--- src/pdm_regs.svh ---
// register offsets, field positions, codes and counts of the power-down controller
`ifndef PDM_REGS_SVH
`define PDM_REGS_SVH

// register byte offsets on the wishbone slave
`define PDM_ADR_CSR    8'h00
`define PDM_ADR_IER    8'h04
`define PDM_ADR_PCFG   8'h08
`define PDM_ADR_STAT   8'h0c

// field positions
`define PDM_FLD_HI     15
`define PDM_FLD_LO     10
`define PDM_GIE_BIT    0
`define PDM_NONMASKABLE_IRQ_ENABLE_BIT   1
`define PDM_IEN_LO     4

// sleep select codes
`define PDM_CODE_NORM  6'h00
`define PDM_CODE_H1EN  6'h09
`define PDM_CODE_H1ANY 6'h11
`define PDM_CODE_OHALT 6'h1a
`define PDM_CODE_IHALT 6'h1c

// reset values
`define PDM_FLD_RST    6'h00
`define PDM_PCFG_RST   7'h00

// cycles from the field write until the mode takes effect
`define PDM_ARM_CYC    4'h9

`endif

--- src/pdm_pkg.sv ---
// types shared by the power-down controller
`include "pdm_regs.svh"
package pdm_pkg;

  // controller states, one-hot
  typedef enum logic [5:0] {
    ST_RUN   = 6'h01,
    ST_ARM   = 6'h02,
    ST_HALT1 = 6'h04,
    ST_OHALT = 6'h08,
    ST_IHALT = 6'h10,
    ST_LOCK  = 6'h20
  } pdm_mode_type;

endpackage

--- src/pdm_ctrl.sv ---
// power-down mode controller with wishbone register slave
`timescale 1ns/100ps
`default_nettype none
`include "pdm_regs.svh"
module pdm_ctrl
  import pdm_pkg::*;
#(
  parameter int IRQ_W = 12
) (
  // clock and reset
  input  wire logic             clk_i,
  input  wire logic             rst_i,
  // wishbone slave
  input  wire logic             wb_cyc_i,
  input  wire logic             wb_stb_i,
  input  wire logic             wb_we_i,
  input  wire logic [7:0]       wb_adr_i,
  input  wire logic [3:0]       wb_sel_i,
  input  wire logic [31:0]      wb_dat_i,
  output var  logic [31:0]      wb_dat_o,
  output var  logic             wb_ack_o,
  // interrupt logic
  input  wire logic [IRQ_W-1:0] irq_i,
  output var  logic             resume_o,
  output var  logic             service_o,
  // clock generator
  input  wire logic             clkgen_lock_i,
  output var  logic             cpu_clk_en_o,
  output var  logic             clkgen_out_en_o,
  output var  logic             main_ref_clk_en_o,
  output var  logic             io_hold_o,
  // emulator
  input  wire logic             emu_attach_i,
  input  wire logic             emu_rst_i,
  input  wire logic             emu_step_i,
  input  wire logic             emu_pc_wr_i,
  output var  logic             emu_spin_o,
  output var  logic             emu_pc_wr_fail_o,
  // configuration pins and peripheral enables
  input  wire logic             local_bus_pin_i,
  input  wire logic             host_port_width_pin_i,
  input  wire logic             network_select_pin_i,
  output var  logic             host_port_en_o,
  output var  logic             host_port_wide_o,
  output var  logic             local_bus_en_o,
  output var  logic             network_en_o,
  output var  logic [6:0]       periph_en_o
);

  typedef struct packed {
    pdm_mode_type     st;
    logic [5:0]       fld;
    logic             global_irq_enable;
    logic             nonmaskable_irq_enable;
    logic [IRQ_W-1:0] ien;
    logic [6:0]       pcfg;
    logic [3:0]       cnt;
    logic             any_wake;
    logic             emu_mask;
    logic             attach_q;
    logic             lb_sel;
    logic             hp_wide;
    logic             net_sel;
    logic             hp_en;
    logic             ack;
    logic [31:0]      rdat;
    logic             cpu_en;
    logic             out_en;
    logic             ref_en;
    logic             hold;
    logic             resume;
    logic             service;
    logic             spin;
    logic             pc_fail;
  } pdm_state_type;

  pdm_state_type s;
  pdm_state_type n;

  logic [5:0]  pin_s;
  logic        lock_s;
  logic        attach_s;
  logic        emu_rst_s;
  logic        bus_req;
  logic        wr_csr;
  logic        en_hit;
  logic [31:0] csr_word;
  logic [31:0] ier_word;
  logic [31:0] stat_word;

  // wake test for the cpu halt: enabled lines only, or any line
  function automatic logic wake_hit(
    input logic             any,
    input logic [IRQ_W-1:0] irq,
    input logic [IRQ_W-1:0] ien
  );
    wake_hit = any ? (|irq) : (|(irq & ien));
  endfunction

  // pins from outside the domain, including reset-time straps
  pdm_sync #(
    .W (6)
  ) u_sync (
    .clk_i (clk_i),
    .d_i   ({clkgen_lock_i, emu_attach_i, emu_rst_i,
             local_bus_pin_i, host_port_width_pin_i, network_select_pin_i}),
    .q_o   (pin_s)
  );

  assign lock_s    = pin_s[5];
  assign attach_s  = pin_s[4];
  assign emu_rst_s = pin_s[3];

  // bus decode; a request is served once, in the cycle before ack
  assign bus_req = wb_cyc_i && wb_stb_i && !s.ack;
  assign wr_csr  = bus_req && wb_we_i && wb_sel_i[1] && (wb_adr_i == `PDM_ADR_CSR);
  assign en_hit  = |(irq_i & s.ien);

  // read views of the registers; unused bits read zero
  always_comb
  begin
    csr_word = 32'h0000_0000;
    csr_word[`PDM_FLD_HI:`PDM_FLD_LO] = s.fld;
    csr_word[`PDM_GIE_BIT] = s.global_irq_enable;
    ier_word = 32'h0000_0000;
    ier_word[`PDM_NONMASKABLE_IRQ_ENABLE_BIT] = s.nonmaskable_irq_enable;
    ier_word[`PDM_IEN_LO +: IRQ_W] = s.ien;
    stat_word = {21'h00000, s.lb_sel, s.hp_wide, s.net_sel, s.emu_mask, 1'b0, s.st};
  end

  // next state of the whole controller
  always_comb
  begin
    n         = s;
    n.ack     = 1'b0;
    n.resume  = 1'b0;
    n.service = 1'b0;
    n.spin    = 1'b0;
    n.pc_fail = 1'b0;

    // emulator masking: armed by attach, dropped by emulator reset or removal
    if (emu_rst_s || !attach_s)
    begin
      n.emu_mask = 1'b0;
    end
    else if (!s.attach_q)
    begin
      n.emu_mask = 1'b1;
    end
    n.attach_q = attach_s;

    // mode sequencing
    unique case (s.st)
      ST_RUN:
      begin
        n.st = ST_RUN;
      end
      ST_ARM:
      begin
        if (s.cnt != 4'h0)
        begin
          n.cnt = s.cnt - 4'h1;
        end
        else if (s.emu_mask)
        begin
          n.st = ST_RUN;
        end
        else
        begin
          // decode the field once the delay has run out
          case (s.fld)
            `PDM_CODE_H1EN:
            begin
              n.st       = ST_HALT1;
              n.any_wake = 1'b0;
            end
            `PDM_CODE_H1ANY:
            begin
              n.st       = ST_HALT1;
              n.any_wake = 1'b1;
            end
            `PDM_CODE_OHALT:
            begin
              n.st = ST_OHALT;
            end
            `PDM_CODE_IHALT:
            begin
              n.st = ST_IHALT;
            end
            default:
            begin
              n.st = ST_RUN; // normal code and reserved codes
            end
          endcase
        end
      end
      ST_HALT1:
      begin
        // the emulator must regain the cpu, so masking also ends the halt
        if (s.emu_mask || wake_hit(s.any_wake, irq_i, s.ien))
        begin
          n.st      = ST_RUN;
          n.resume  = 1'b1;
          n.service = en_hit && s.global_irq_enable && s.nonmaskable_irq_enable;
        end
      end
      ST_OHALT, ST_IHALT:
      begin
        // interrupts are ignored here; only rst_i leaves
        n.spin    = emu_step_i;
        n.pc_fail = emu_pc_wr_i;
      end
      ST_LOCK:
      begin
        // cpu held after reset until the clock generator has relocked
        if (lock_s)
        begin
          n.st = ST_RUN;
        end
      end
    endcase

    // wishbone read: registered data with the ack
    if (bus_req)
    begin
      n.ack = 1'b1;
      case (wb_adr_i)
        `PDM_ADR_CSR:  n.rdat = csr_word;
        `PDM_ADR_IER:  n.rdat = ier_word;
        `PDM_ADR_PCFG: n.rdat = {25'h000000, s.pcfg};
        `PDM_ADR_STAT: n.rdat = stat_word;
        default:       n.rdat = 32'h0000_0000;
      endcase
    end

    // wishbone write; unmapped writes are acked and dropped
    if (bus_req && wb_we_i)
    begin
      case (wb_adr_i)
        `PDM_ADR_CSR:
        begin
          if (wb_sel_i[0])
          begin
            n.global_irq_enable = wb_dat_i[`PDM_GIE_BIT];
          end
          if (wb_sel_i[1])
          begin
            // the whole field lands in one byte lane
            n.fld = wb_dat_i[`PDM_FLD_HI:`PDM_FLD_LO];
            // a new code restarts the delay; halted states ignore it
            if (s.st == ST_RUN || s.st == ST_ARM)
            begin
              n.st  = ST_ARM;
              n.cnt = `PDM_ARM_CYC - 4'h1;
            end
          end
        end
        `PDM_ADR_IER:
        begin
          if (wb_sel_i[0])
          begin
            n.nonmaskable_irq_enable = wb_dat_i[`PDM_NONMASKABLE_IRQ_ENABLE_BIT];
          end
          if (wb_sel_i[1])
          begin
            n.ien = wb_dat_i[`PDM_IEN_LO +: IRQ_W];
          end
        end
        `PDM_ADR_PCFG:
        begin
          if (wb_sel_i[0])
          begin
            n.pcfg = wb_dat_i[6:0];
          end
        end
        default:
        begin
          n.pcfg = s.pcfg;
        end
      endcase
    end

    // clock gates follow the next state so they leave the flops with it
    n.cpu_en = (n.st == ST_RUN) || (n.st == ST_ARM);
    n.out_en = (n.st != ST_OHALT) && (n.st != ST_IHALT);
    n.ref_en = (n.st != ST_IHALT); // no other input clock is gated
    n.hold   = !n.out_en;

    // synchronous reset; straps are caught while reset is held
    if (rst_i)
    begin
      n          = '0;
      n.st       = ST_LOCK;
      n.fld      = `PDM_FLD_RST;
      n.pcfg     = `PDM_PCFG_RST;
      n.out_en   = 1'b1;
      n.ref_en   = 1'b1;
      n.attach_q = attach_s;
      n.lb_sel   = pin_s[2];
      n.hp_wide  = pin_s[1];
      n.net_sel  = pin_s[0];
      // host port enable kept in its own flop so the output has no gate after it
      n.hp_en    = !pin_s[2];
    end
  end

  // the only register process
  always_ff @(posedge clk_i)
  begin
    s <= n;
  end

  // outputs straight from the state flops
  assign wb_dat_o          = s.rdat;
  assign wb_ack_o          = s.ack;
  assign resume_o          = s.resume;
  assign service_o         = s.service;
  assign cpu_clk_en_o      = s.cpu_en;
  assign clkgen_out_en_o   = s.out_en;
  assign main_ref_clk_en_o = s.ref_en;
  assign io_hold_o         = s.hold;
  assign emu_spin_o        = s.spin;
  assign emu_pc_wr_fail_o  = s.pc_fail;
  assign host_port_en_o    = s.hp_en;
  assign host_port_wide_o  = s.hp_wide;
  assign local_bus_en_o    = s.lb_sel;
  assign network_en_o      = s.net_sel;
  assign periph_en_o       = s.pcfg;
endmodule
`default_nettype wire

--- src/pdm_sync.sv ---
// three-stage synchroniser for pins from outside the clock domain
`timescale 1ns/100ps
`default_nettype none
module pdm_sync #(
  parameter int W = 1
) (
  // clock
  input  wire logic         clk_i,
  // asynchronous pins in, filtered levels out
  input  wire logic [W-1:0] d_i,
  output var  logic [W-1:0] q_o
);

  typedef struct packed {
    logic [W-1:0] s1;
    logic [W-1:0] s2;
    logic [W-1:0] s3;
    logic [W-1:0] q;
  } pdm_sync_type;

  pdm_sync_type s;
  pdm_sync_type n;

  // no reset: the chain carries pin levels, and reset-time straps must pass it
  always_comb
  begin
    n    = s;
    n.s1 = d_i;
    n.s2 = s.s1;
    n.s3 = s.s2;
    // a change counts only once the second and third stages agree
    n.q  = (s.s2 & s.s3) | (s.q & (s.s2 | s.s3));
  end

  always_ff @(posedge clk_i)
  begin
    s <= n;
  end

  assign q_o = s.q;

endmodule
`default_nettype wire

--- config.mk ---
export PLATFORM = sky130hd
export DESIGN_NAME = pdm_ctrl
export DESIGN_NICKNAME = d
export VERILOG_FILES = /design/src/pdm_pkg.sv /design/src/pdm_ctrl.sv /design/src/pdm_sync.sv
export VERILOG_INCLUDE_DIRS = /design/src /design/src/src
export SDC_FILE = /design/constraint.sdc
export NUM_CORES = 1
export LEC_CHECK = 0
export CORE_MARGIN = 1.5
export CORE_UTILIZATION = 50
export DETAILED_ROUTE_END_ITERATION = 10
export DONT_BUFFER_PORTS = 1
export PLACE_DENSITY = 0.72
export SYNTH_ARGS = -nofsm -noshare
export SYNTH_HDL_FRONTEND = slang
export SYNTH_SLANG_ARGS = --single-unit
--- constraint.sdc ---
create_clock -name clk_i -period 5 [get_ports clk_i]
set_clock_uncertainty 0.1 [all_clocks]
set_input_delay 0.5 -clock clk_i [delete_from_list [all_inputs] [get_ports clk_i]]
set_output_delay 0.5 -clock clk_i [all_outputs]
set_load 0.03 [all_outputs]
==> reports/qor.csv <==
stage,metric,value,unit
sta,finalWorstSetupSlack,2.347,ns
cts,cts.path.max_buffers,2,
detailed_routing,antenna_left,0,
worst_hold_path,hp-class,in2reg,
sta,max_slew_margin,53.79,%
worst_setup_path,cp_cell_sequence,"and3b_1, and3_1, and4_1, nand2_1, nor2_1, a31oi_1, or3b_1",
sta,tightest_slew,0.6911,ns
synthesis,netlist_area,3881,sq um
cts,clock-sinks,93,
cts,post_cts_buffers,0,
global_route,antenna_found_initial,0,
detailed_routing,num_vias,2715,
layout,fin_cells,485,
synthesis,synth_cell_types,51,
sta,setup_viol,0,
sta,clock.fmax,376.9,MHz
floorplanning,ioPinCount,121,
worst_setup_path,reg2regPathDepth,7,
place,placed_cells,469,
worst_setup_path,worstPathRequired,5.15,ns
cts,cts_buffers,9,
synthesis,synth_area_per_cell,9.443,sq um
place,place.gp.congestion,0.8567,
floorplanning,die_w,91.11,um
worst_setup_path,worstSetupPathType,reg2reg,
synthesis,synth_cells,411,
detailed_routing,wl_per_cell,17.07,um
layout,final_common_cell,dfxtp_1,
worst_setup_path,critPathMaxStageDelay,0.51,ns
layout,drive_above_1_share,9.326,%
detailed_routing,drc,0,
sta,rsz0062_at_grt,no,
place,pre_cts_slack,2.076,ns
synthesis,ys_seq_area_share,49.00,%
worst_setup_path,critPathCaptureType,register,
cts,tritoncts,done,
floorplanning,start_util,52.67,%
synthesis,synth_area_leaders,"dfxtp_1, buf_4, nand2_1",
worst_setup_path,start_kind,register,
synthesis,synth_top_area_cell,dfxtp_1,
cts,clkLatencyLatePin,0.36,ns
detailed_routing,routed_via_density,5.598,
place,dpl.hpwl,6042,um
worst_hold_path,whs_path_depth,0,
synthesis,async_flop_share,0,%
synthesis,synth_warnings,0,
layout,final_util,52.58,%
worst_setup_path,path_buf_inv,0,
power_and_ir_drop,worst_ir_drop_vdd,228.7,uV
cts,path_clk_slew,0.09,ns
floorplanning,core_area,7370,sq um
place,io_buffers,0,
detailed_routing,drt_iter0_markers,131,
layout,fillers,695,
global_route,grt_remaining_overflow,0,
floorplanning,rows,31,
worst_setup_path,regToRegSetupSlack,2.35,ns
worst_setup_path,crit_slowest_cell,and3_1,
worst_setup_path,critPathArrivalTime,2.80,ns
global_route,grt_use_total,20.25,%
layout,layout_common_cells,"dfxtp_1, nand2_1, nor2_1, a21oi_1",
sta,whs,0.05868,ns
cts,cts-root-buf,clkbuf_8,
global_route,grt_pass1_vias,2505,
worst_setup_path,cp_max_fo,16,
cts,hold_buffers,0,
worst_hold_path,min_to,u_sync.n[13],
layout,insertedDiodeCount,0,
synthesis,netlist.area_leader.share,45.91,%
floorplanning,die-area,8300,sq um
sta,post-route-min-period,2.653,ns
flow_run,maxCapViolCount,0,
sta,tns,0,ns
power_and_ir_drop,pwr_density_cell,336.2,nW/um^2
worst_setup_path,r2r-end,main_ref_clk_en_o,
layout,ff_latch_area,1902,sq um
worst_hold_path,hp-start,host_port_width_pin_i,
layout,num-nets-final,451,
detailed_routing,drt_wl_total,8281,um
global_route,grt_max_degree,57,
layout,area_delta_synth_final,-0.1611,%
synthesis,yosys_most_used_dff,dfxtp_1,
place,dpl_cell_area,3700,sq um
layout,multiInputGateArea,1655,sq um
worst_setup_path,critical-path-top-delay-family,simple AND/OR/NAND/NOR gates,
sta,hold_viol_final,0,
sta,drv_slew,0,
sta,fin_crit_sh,53.07,%
layout,final_area,3875,sq um
outcome,status,"finished, final reports clean",
synthesis,synth_edf_count,4,
worst_setup_path,worstReg2RegStart,wb_ack_o,
cts,cts_resized,0,
power_and_ir_drop,leakagePower,1.479,nW
power_and_ir_drop,finalPower,1.303,mW
synthesis,yosys_register_bits,93,
detailed_routing,drt_pass1_iterations,4,
floorplanning,die_h,91.11,um
cts,h-tree-depth,3,
global_route,grt_pass1_wl,13110,um
-- worst max path at each step --
stage                      startpoint  cells after the start  slack, ns                 to
after floorplan           wb_adr_i[7]                      9       2.69  main_ref_clk_en_o
after global placement    wb_adr_i[7]                      7       2.11  main_ref_clk_en_o
after detailed placement  wb_adr_i[7]                      7       2.08  main_ref_clk_en_o
after CTS                    wb_ack_o                      7       2.33  main_ref_clk_en_o
after global routing         wb_ack_o                      7       2.17  main_ref_clk_en_o
final                        wb_ack_o                      7       2.35  main_ref_clk_en_o
-- state kept, by name, summed over array words and instances, names as in the netlist, 6 cells and up --
register,count
csr_word,7
ier_word,13
u_sync.n,12
periph_en_o,7
u_sync.s,6
wb_dat_o,16
u_sync.q_o,6
s,13
-- cell families after synthesis --
kind of cell | synth area share, %
AO/OA/AOI/OAI | 12.12
XOR/XNOR | 1.128
adder cells (fa/ha/maj) | 1.870
buffers and inverters | 9.800
flip-flops | 49.00
multiplexers | 6.834
other | 0.09662
AND/OR/NAND/NOR | 19.15
-- area by class of cell --
type / count / share of cell area [%]
sequential: 93 / 49.08
clock buffer: 9 / 3.197
clock inverter: 7 / 1.324
inverter: 5 / 0.4843
tap: 99 / 3.197
multi-input combinational: 272 / 42.72
-- metal layers --
metal / GRT usage (%) / share of wire, % / vias to the layer above
li1: - / - / 1323
met1: 24.92 / 42 / 1284
met2: 31.03 / 46 / 96
met3: 9.129 / 10 / 12
met4: 7.552 / 1.7 / 0
met5: 0 / 0 / -
-- power by group --
group | leakage [nW] | switching (mW) | internal (mW)
registers | 0.767 | 0.0211 | 0.767
logic | 0.626 | 0.0408 | 0.0260
clock network | 0.0856 | 0.266 | 0.182
-- synthesized netlist by cell type (5+ instances only) --
master / n
dfxtp_1: 89
nand2_1: 47
nor2_1: 46
buf_4: 39
a21oi_1: 25
a22oi_1: 16
mux2i_1: 13
mux2_2: 12
clkbuf_1: 11
nand4_1: 7
nor2b_1: 7
maj3_1: 6
nor3_1: 6
a22o_1: 5
nor4_1: 5
No activity file was read; power rests on OpenSTA's default activity.
